[config.mk]
export PLATFORM = sky130hd
export DESIGN_NAME = fpar_regs
export DESIGN_NICKNAME = d
export VERILOG_FILES = /design/src/rtl/fpar_regs.v
export VERILOG_INCLUDE_DIRS = /design/src /design/src/include
export SDC_FILE = /design/constraint.sdc
export NUM_CORES = 2
export LEC_CHECK = 0
export BUFFER_PORTS_ARGS = -buffer_cell sky130_fd_sc_hd__buf_2
export CAP_MARGIN = 20
export CORE_MARGIN = 8
export CORE_UTILIZATION = 60
export DETAILED_ROUTE_END_ITERATION = 12
export MAX_ROUTING_LAYER = met4
export PLACE_DENSITY = 0.76
export SLEW_MARGIN = 20
export SYNTH_ARGS = -nofsm -noshare
export SYNTH_HDL_FRONTEND = slang
export SYNTH_SLANG_ARGS = --single-unit
[constraint.sdc]
create_clock -name core_clk -period 17.3 [get_ports core_clk]
set_input_delay 1.73 -clock core_clk [delete_from_list [all_inputs] [get_ports core_clk]]
set_output_delay 1.73 -clock core_clk [all_outputs]
set_load 0.01 [all_outputs]
[src/include/fpar_defs.vh]
// constants for the flash protection and addressing register group
`ifndef FPAR_DEFS_VH
`define FPAR_DEFS_VH
// command codes
`define FPAR_OP_RD_SUSP 8'h07
`define FPAR_OP_RD_BANK 8'h16
`define FPAR_OP_WR_BANK 8'h17
`define FPAR_OP_RD_PMS 8'h2B
`define FPAR_OP_PG_PMS 8'h2F
`define FPAR_OP_RD_PASS 8'hE7
`define FPAR_OP_PG_PASS 8'hE8
`define FPAR_OP_RD_LOCK 8'hA7
`define FPAR_OP_WR_LOCK 8'hA6
`define FPAR_OP_RD_PSEC 8'hE2
`define FPAR_OP_PG_PSEC 8'hE3
`define FPAR_OP_ER_PSEC 8'hE4
`define FPAR_OP_RD_DSEC 8'hE0
`define FPAR_OP_WR_DSEC 8'hE1
`define FPAR_OP_RD_NVTP 8'h41
`define FPAR_OP_PG_NVTP 8'h43
`define FPAR_OP_RD_VTP 8'h4A
`define FPAR_OP_WR_VTP 8'h4B
// field positions
`define FPAR_SUSP_ERASE_BIT 1
`define FPAR_SUSP_PROG_BIT 0
`define FPAR_BANK_EXT_BIT 7
`define FPAR_BANK_LOW_BIT 0
`define FPAR_PMS_PWD_BIT 2
`define FPAR_PMS_PST_BIT 1
`define FPAR_LOCK_BIT 0
// reset values
`define FPAR_BANK_RESET 8'h00
`define FPAR_PMS_RESET 16'hFE7F
`define FPAR_PASS_RESET 64'hFFFFFFFFFFFFFFFF
`define FPAR_SECT_RESET 1'b1
`define FPAR_NVTP_RESET 8'h00
`define FPAR_BYTE_PROT 8'h00
`define FPAR_BYTE_UNPROT 8'hFF
// sector geometry: 64 KB sectors over a 256 Mb array
`define FPAR_SECT_BITS 9
`define FPAR_SECT_CNT 512
`define FPAR_SECT_LSB 16
`define FPAR_ADDR3 4'h3
`define FPAR_ADDR4 4'h4
`endif

[src/rtl/fpar_regs.v]
// serial-command register group: suspend, bank, protection, password, sector, training
// Functional notes
// - erase-suspend flag at bit 1, reset zero
// - program-suspend flag at bit 0, reset zero
// - extended enable set means 32-bit addresses
// - extended clear: 24 bits plus bank bits
// - bank bit 0 gives A24; others reserved
// - clearing bit 2 locks password mode forever
// - clearing bit 1 locks persistent mode forever
// - 64-bit password hidden once password mode set
// - lock zero refuses persistent array changes
// - lock comes up one in persistent mode
// - persistent byte reads 00h protected, FFh not
// - dynamic byte written/read 00h or FFh
// - one-time training pattern, default 00h
// - volatile training copy loaded at reset
`include "fpar_defs.vh"
`timescale 1ns/10ps
`default_nettype none
module fpar_regs (
  // clock and resets
  input wire core_clk,
  input wire srst,
  input wire pwr_rst,
  // serial pins
  input wire sck,
  input wire cs_n,
  input wire si,
  output reg so_r,
  output reg so_oe_r,
  // array controller status
  input wire erase_suspended_in,
  input wire program_suspended_in,
  // register state to the core
  output reg erase_suspended_flag_r,
  output reg program_suspended_flag_r,
  output reg four_byte_addr_enable_r,
  output reg bank_bit_low_r,
  output reg [15:0] protection_mode_select_r,
  output reg persistent_array_lock_bit_r,
  output reg [7:0] volatile_training_value_r
);

  // pin synchronisers: the first stage feeds only the second
  reg sck_m_r, sck_s_r, sck_d_r;
  reg cs_m_r, cs_s_r;
  reg si_m_r, si_s_r;
  always @(posedge core_clk) begin
    sck_m_r <= sck;
    sck_s_r <= sck_m_r;
    sck_d_r <= sck_s_r;
    cs_m_r <= cs_n;
    cs_s_r <= cs_m_r;
    si_m_r <= si;
    si_s_r <= si_m_r;
  end

  wire sck_rise = sck_s_r & ~sck_d_r & ~cs_s_r;
  wire sck_fall = ~sck_s_r & sck_d_r & ~cs_s_r;

  // non-volatile and one-time contents plus dynamic bits; power-up resets all, hardware reset only the dynamic bits
  reg [63:0] hidden_password_value_r;
  reg [7:0] nonvolatile_training_value_r;
  reg [`FPAR_SECT_CNT-1:0] persistent_sector_bit_r;
  reg [`FPAR_SECT_CNT-1:0] dynamic_sector_bit_r;

  // command engine
  reg [2:0] bitcnt_r;
  reg [3:0] bytecnt_r;
  reg [6:0] shreg_r;
  reg [7:0] opcode_r;
  reg [31:0] addr_r;
  reg [7:0] txsh_r;
  reg tx_en_r;

  wire [7:0] rx_byte = {shreg_r, si_s_r};
  wire byte_done = sck_rise & (bitcnt_r == 3'h7);
  wire [7:0] op_cur = (bytecnt_r == 4'h0) ? rx_byte : opcode_r;
  wire addressed = (op_cur == `FPAR_OP_RD_PSEC) | (op_cur == `FPAR_OP_PG_PSEC) |
                   (op_cur == `FPAR_OP_RD_DSEC) | (op_cur == `FPAR_OP_WR_DSEC);
  // 4 address bytes only when the extended enable is set
  wire [3:0] nab = addressed ? (four_byte_addr_enable_r ? `FPAR_ADDR4 : `FPAR_ADDR3) :
                   4'h0;
  wire in_addr = (bytecnt_r != 4'h0) & (bytecnt_r <= nab);
  wire [31:0] addr_nxt = in_addr ? {addr_r[23:0], rx_byte} : addr_r;
  // 3-byte mode: upper bits come from the bank field, bit 1 is reserved
  wire [31:0] eff_addr = four_byte_addr_enable_r ? addr_nxt :
                         {7'h00, bank_bit_low_r, addr_nxt[23:0]};
  wire [`FPAR_SECT_BITS-1:0] sect =
    eff_addr[`FPAR_SECT_LSB+`FPAR_SECT_BITS-1:`FPAR_SECT_LSB];
  wire [3:0] rd_idx = bytecnt_r - nab;
  wire [3:0] wr_idx = bytecnt_r - nab - 4'h1;
  wire rd_ok = (bytecnt_r >= nab);
  wire wr_ok = (bytecnt_r > nab);
  wire pwd_mode = ~protection_mode_select_r[`FPAR_PMS_PWD_BIT];

  // next byte to shift out
  reg [7:0] tx_byte;
  reg tx_valid;
  always @* begin
    tx_byte = 8'h00;
    tx_valid = rd_ok;
    case (op_cur)
      `FPAR_OP_RD_SUSP:
        tx_byte = {6'h00, erase_suspended_flag_r, program_suspended_flag_r};
      `FPAR_OP_RD_BANK:
        tx_byte = {four_byte_addr_enable_r, 6'h00, bank_bit_low_r};
      `FPAR_OP_RD_PMS:
        tx_byte = rd_idx[0] ? protection_mode_select_r[15:8] :
                  protection_mode_select_r[7:0];
      `FPAR_OP_RD_PASS:
        // hidden once password mode is chosen; all ones is returned instead
        tx_byte = pwd_mode ? 8'hFF : hidden_password_value_r[rd_idx[2:0]*8 +: 8];
      `FPAR_OP_RD_LOCK:
        tx_byte = {7'h00, persistent_array_lock_bit_r};
      `FPAR_OP_RD_PSEC:
        tx_byte = persistent_sector_bit_r[sect] ? `FPAR_BYTE_UNPROT :
                  `FPAR_BYTE_PROT;
      `FPAR_OP_RD_DSEC:
        tx_byte = dynamic_sector_bit_r[sect] ? `FPAR_BYTE_UNPROT :
                  `FPAR_BYTE_PROT;
      `FPAR_OP_RD_NVTP:
        tx_byte = nonvolatile_training_value_r;
      `FPAR_OP_RD_VTP:
        tx_byte = volatile_training_value_r;
      default:
        tx_valid = 1'b0;
    endcase
  end

  // serial framing and output shifting
  always @(posedge core_clk) begin
    if (srst | pwr_rst | cs_s_r) begin
      bitcnt_r <= 3'h0;
      bytecnt_r <= 4'h0;
      shreg_r <= 7'h00;
      opcode_r <= 8'h00;
      addr_r <= 32'h00000000;
      txsh_r <= 8'h00;
      tx_en_r <= 1'b0;
      so_r <= 1'b0;
      so_oe_r <= 1'b0;
    end else begin
      if (sck_rise) begin
        shreg_r <= rx_byte[6:0];
        bitcnt_r <= bitcnt_r + 3'h1;
      end
      if (byte_done) begin
        if (bytecnt_r == 4'h0)
          opcode_r <= rx_byte;
        addr_r <= addr_nxt;
        // byte counter saturates so long reads keep repeating the last field
        if (bytecnt_r != 4'hF)
          bytecnt_r <= bytecnt_r + 4'h1;
        txsh_r <= tx_byte;
        tx_en_r <= tx_valid;
      end else if (sck_fall) begin
        so_r <= txsh_r[7];
        so_oe_r <= tx_en_r;
        txsh_r <= {txsh_r[6:0], 1'b0};
      end
    end
  end

  // suspend flags follow the array controller
  always @(posedge core_clk) begin
    if (srst | pwr_rst) begin
      erase_suspended_flag_r <= 1'b0;
      program_suspended_flag_r <= 1'b0;
    end else begin
      erase_suspended_flag_r <= erase_suspended_in;
      program_suspended_flag_r <= program_suspended_in;
    end
  end

  wire wr_cmd = byte_done & wr_ok;
  wire lock_open = persistent_array_lock_bit_r;
  localparam [7:0] BANK_RST = `FPAR_BANK_RESET;

  // volatile registers
  always @(posedge core_clk) begin
    if (srst | pwr_rst) begin
      four_byte_addr_enable_r <= BANK_RST[`FPAR_BANK_EXT_BIT];
      bank_bit_low_r <= 1'b0;
      // lock opens after reset unless the password gate is chosen
      persistent_array_lock_bit_r <= pwr_rst | ~pwd_mode;
      // volatile copy refreshed from the stored pattern on hardware reset, set to the 00h default on power-up reset
      volatile_training_value_r <= pwr_rst ? `FPAR_NVTP_RESET :
                                   nonvolatile_training_value_r;
    end else if (wr_cmd) begin
      case (opcode_r)
        `FPAR_OP_WR_BANK: begin
          four_byte_addr_enable_r <= rx_byte[`FPAR_BANK_EXT_BIT];
          bank_bit_low_r <= rx_byte[`FPAR_BANK_LOW_BIT];
        end
        `FPAR_OP_WR_LOCK:
          // only clearing is possible; the lock then holds until reset
          if (~rx_byte[`FPAR_LOCK_BIT])
            persistent_array_lock_bit_r <= 1'b0;
        `FPAR_OP_WR_VTP:
          volatile_training_value_r <= rx_byte;
        default: begin
        end
      endcase
    end
  end

  // one-time and non-volatile storage: programming only clears bits
  always @(posedge core_clk) begin
    if (pwr_rst) begin
      protection_mode_select_r <= `FPAR_PMS_RESET;
      hidden_password_value_r <= `FPAR_PASS_RESET;
      nonvolatile_training_value_r <= `FPAR_NVTP_RESET;
    end else if (wr_cmd) begin
      case (opcode_r)
        `FPAR_OP_PG_PMS:
          if (wr_idx == 4'h0) begin
            // reserved bits are kept; lock bits can only go to zero
            protection_mode_select_r[`FPAR_PMS_PWD_BIT] <=
              protection_mode_select_r[`FPAR_PMS_PWD_BIT] &
              rx_byte[`FPAR_PMS_PWD_BIT];
            protection_mode_select_r[`FPAR_PMS_PST_BIT] <=
              protection_mode_select_r[`FPAR_PMS_PST_BIT] &
              rx_byte[`FPAR_PMS_PST_BIT];
          end
        `FPAR_OP_PG_PASS:
          if (wr_idx < 4'h8 && !pwd_mode)
            hidden_password_value_r[wr_idx[2:0]*8 +: 8] <=
              hidden_password_value_r[wr_idx[2:0]*8 +: 8] & rx_byte;
        `FPAR_OP_PG_NVTP:
          if (wr_idx == 4'h0)
            nonvolatile_training_value_r <= nonvolatile_training_value_r & rx_byte;
        default: begin
        end
      endcase
    end
  end

  // per-sector protection bits
  wire addr_last = byte_done & addressed & (bytecnt_r == nab);
  wire op_first = byte_done & (bytecnt_r == 4'h0);
  genvar g;
  generate
    for (g = 0; g < `FPAR_SECT_CNT; g = g + 1) begin : g_sect
      wire hit = (sect == g);
      always @(posedge core_clk) begin
        if (pwr_rst)
          persistent_sector_bit_r[g] <= `FPAR_SECT_RESET;
        else if (lock_open & op_first & (rx_byte == `FPAR_OP_ER_PSEC))
          persistent_sector_bit_r[g] <= 1'b1;
        else if (lock_open & addr_last & hit & (opcode_r == `FPAR_OP_PG_PSEC))
          persistent_sector_bit_r[g] <= 1'b0;
      end
      always @(posedge core_clk) begin
        if (srst | pwr_rst)
          dynamic_sector_bit_r[g] <= `FPAR_SECT_RESET;
        else if (wr_cmd & hit & (opcode_r == `FPAR_OP_WR_DSEC) & (wr_idx == 4'h0)) begin
          // values other than 00h and FFh leave the bit alone
          if (rx_byte == `FPAR_BYTE_PROT)
            dynamic_sector_bit_r[g] <= 1'b0;
          else if (rx_byte == `FPAR_BYTE_UNPROT)
            dynamic_sector_bit_r[g] <= 1'b1;
        end
      end
    end
  endgenerate

endmodule
`default_nettype wire

==> impl_metrics.env <==
export IMPL_status="complete, no violations"
export IMPL_leakagePower_nw=18.97
export IMPL_tritoncts="yes"
export IMPL_vias=49490
export IMPL_worstHoldPathType="flip-flop to flip-flop"
export IMPL_start_util_pct=60.49
export IMPL_globalRouteTotalUtil_pct=33.79
export IMPL_wl_um=176200
export IMPL_fp_row_count=111
export IMPL_avgViaCountPerCell=7.088
export IMPL_ctsResizeCount=0
export IMPL_die_x_um=319.8
export IMPL_critPathMaxStageDelay_ns=1.07
export IMPL_grt_pass1_vias=46480
export IMPL_stdcell_count=6982
export IMPL_report_final_slew_viol_count=0
export IMPL_fin_ws_ns=8.320
export IMPL_crit_chain="inv_1 -> ha_1 -> nor3b_4 -> buf_4 -> mux2i_1 -> o2111ai_1 -> or2_2 -> inv_1 -> ha_2 -> buf_4 -> nand3_2 -> a211oi_4 -> buf_4 -> buf_4 -> mux2_2 -> o22ai_1 -> a22oi_1 -> a21oi_1 -> nor4_1 -> o221ai_1 -> nand4_2 -> nor2_1 -> a221oi_2"
export IMPL_cp_start_kind="flip-flop"
export IMPL_end_kind="flip-flop"
export IMPL_clock_sinks=1176
export IMPL_fin_nets=5716
export IMPL_grt_max_degree=261
export IMPL_synth_commonest_cells="dfxtp_1 (1167), o21ai_0 (1074), nand2_1 (930)"
export IMPL_cts_root_buffer="clkbuf_16"
export IMPL_cts_setup_buffers=0
export IMPL_core_area_sq_um=91520
export IMPL_post_place_ws_ns=8.622
export IMPL_yosysTopAreaCell="dfxtp_1"
export IMPL_worst_pin_slew_ns=1.261
export IMPL_peakVddDrop_v=0.00008916
export IMPL_period_minus_slack_ns=8.980
export IMPL_clock_path_buffers=3
export IMPL_critPathKind="flip-flop to flip-flop"
export IMPL_synthCells=6078
export IMPL_clock_fmax_mhz=111.4
export IMPL_setup_tns_ns=0
export IMPL_grt_pass1_wl_um=271700
export IMPL_cp_slowest_cell="mux2_2"
export IMPL_synth_top_area_share_pct=42.20
export IMPL_cp_arrival_ns=9.60
export IMPL_postSynth_asyncResetShare_pct=0
export IMPL_power_density_nw_per_um2=91.80
export IMPL_ctsHoldBuffers=0
export IMPL_hold_violations=0
export IMPL_drv_cap=0
export IMPL_io_pins=39
export IMPL_place_inst=6757
export IMPL_post_route_period_util_pct=51.90
export IMPL_grt_ovfl_total=0
export IMPL_drcViolationCount=0
export IMPL_dp_hpwl_um=97670
export IMPL_synth_cell_types=92
export IMPL_path_common_cell="buf_4"
export IMPL_dominantRegCellSynth="dfxtp_1"
export IMPL_die_h_um=319.8
export IMPL_netlist_area_sq_um=55370
export IMPL_ys_ff_latch=1176
export IMPL_crit_required_ns=17.92
export IMPL_die_area_sq_um=102300
export IMPL_hold_ws_ns=0.3274
export IMPL_finClkSkew_ns=0.02722
export IMPL_wl_per_cell_um=25.24
export IMPL_synth_edf_count=9
export IMPL_rsz0062_at_grt="no"
export IMPL_area_delta_synth_final_pct=7.385
export IMPL_io_buffers=24
export IMPL_drive_gt1_share_pct=12.63
export IMPL_gp_congestion=0.9066
export IMPL_first_pass_iters=7
export IMPL_synth_most_common_cell="dfxtp_1"
export IMPL_ys_warnings_count=0
export IMPL_ant_nets=0
export IMPL_cts_htree_levels=3
export IMPL_avgSynthCellArea_sq_um=9.109
export IMPL_finalSetupViolCount=0
export IMPL_drt_iter0_drc=7461
export IMPL_fill_cells=7270
export IMPL_clkSlewWorstSetupHoldPaths_ns=0.06
export IMPL_synthTopCellsByArea="dfxtp_1 (42%), mux4_2 (9.8%), o21ai_0 (9.7%)"
export IMPL_relSlewSlack_pct=15.96
export IMPL_path_max_fanout=79
export IMPL_antenna_found_initial=1
export IMPL_clock_latency_ns=0.71
export IMPL_ys_seq_area_share_pct=42.68
export IMPL_cts_made_buffers=120
cell families after synthesis:
group,Yosys count,synth area share [%]
other,2,0.01356
adders and majority gates,14,0.3299
muxes,533,15.36
buffers and inverters,661,5.227
DFF,1176,42.68
AOI/OAI and AO/OA,2240,25.54
and+or+nand+nor,1444,10.72
xor gates and xnor gates,8,0.1266
cell type report:
cell class                      count  area (sq um)  share of cell area (%)
Inverter                           17         63.81                  0.1073
Antenna cell                        2         5.005                0.008418
Sequential cell                  1176         23660                   39.79
Multi-Input combinational cell   4253         29200                   49.10
Tap cell                         1186          1484                   2.496
Timing Repair Buffer              126         955.9                   1.608
Clock buffer                      186          3676                   6.183
Clock inverter                     36         420.4                  0.7071
through the flow:
step / power (W) / util (%) / area [sq um]
6_report: 0.005458 / 64.96 / 59460
2_1_floorplan: 0.002822 / - / 55410
5_1_grt: 0.005585 / 64.96 / 59450
3_5_place_dp: 0.002832 / 60.45 / 55320
4_1_cts: 0.005461 / 64.92 / 59420
3_3_place_gp: 0.002833 / 60.45 / 55320
sequential cells by signal (all words and copies together), names as in the netlist, 2 cells and up:
| name | cells |
|---|---|
| bytecnt_r | 4 |
| nonvolatile_training_value_r | 8 |
| addr_r | 25 |
| hidden_password_value_r | 64 |
| persistent_sector_bit_r | 512 |
| opcode_r | 8 |
| shreg_r | 7 |
| txsh_r | 8 |
| protection_mode_select_r | 2 |
| volatile_training_value_r | 8 |
| dynamic_sector_bit_r | 512 |
| bitcnt_r | 3 |
cell usage in the layout, fill, tap and decap left out, types with 14 or more instances in the layout:
cell / n
o211ai_1: 520
clkbuf_16: 124
nor2_1: 295
nand2_4: 16
nand2_1: 914
nor4_1: 14
a21oi_1: 75
o21ai_0: 1072
a211oi_1: 73
a41oi_1: 25
nor2b_1: 21
o22ai_1: 154
mux2_2: 84
mux4_2: 242
clkbuf_1: 28
clkinv_2: 21
dfxtp_1: 1161
o221ai_1: 17
conb_1: 14
mux2i_1: 200
nand4_1: 15
a211o_1: 64
clkbuf_8: 34
buf_4: 97
nor3b_1: 15
a22oi_1: 58
nand3_1: 38
inv_1: 16
nand2b_1: 17
buf_2: 24
nor3_1: 36
a32oi_1: 64
worst max-delay path: cells and delay by family (launching register included):
kind / cells / cell delay, ns
buffers and inverters: 6 / 2.58
AND/OR/NAND/NOR: 6 / 2.10
adder cells (fa/ha/maj): 2 / 0.30
flip-flops: 1 / 0.34
multiplexers: 2 / 1.62
AO/OA/AOI/OAI: 7 / 1.86
routing by layer:
metal	vias to the layer above	GRT usage (%)	wire length, um	share of wire [%]
li1	21800	-	-	-
met1	23880	44.22	68660	39
met4	0	16.24	9519	5.4
met2	3141	50.77	77760	44
met3	668	6.024	20310	12
met5	-	-	0	0
power by group:
| part | internal (W) | switching, W | total (W) |
|---|---|---|---|
| sequential | 0.00271 | 0.00000262 | 0.00271 |
| clock | 0.00157 | 0.00111 | 0.00268 |
| combinational | 0.00000986 | 0.0000501 | 0.0000600 |
path summary, 6_finish.rpt:
check	from	endpoint	slack (ns)	cells past startpoint
setup / recovery	bytecnt_r[0]$_SDFFE_PP0P_	txsh_r[0]$_SDFFE_PP0P_	8.32	23
hold / removal	si_m_r$_DFF_P_	si_s_r$_DFF_P_	0.33	0
setup reg to reg	bytecnt_r[0]$_SDFFE_PP0P_	txsh_r[0]$_SDFFE_PP0P_	8.32	23
hold reg to reg	si_m_r$_DFF_P_	si_s_r$_DFF_P_	0.33	0
No activity file was read; power rests on OpenSTA's default activity.
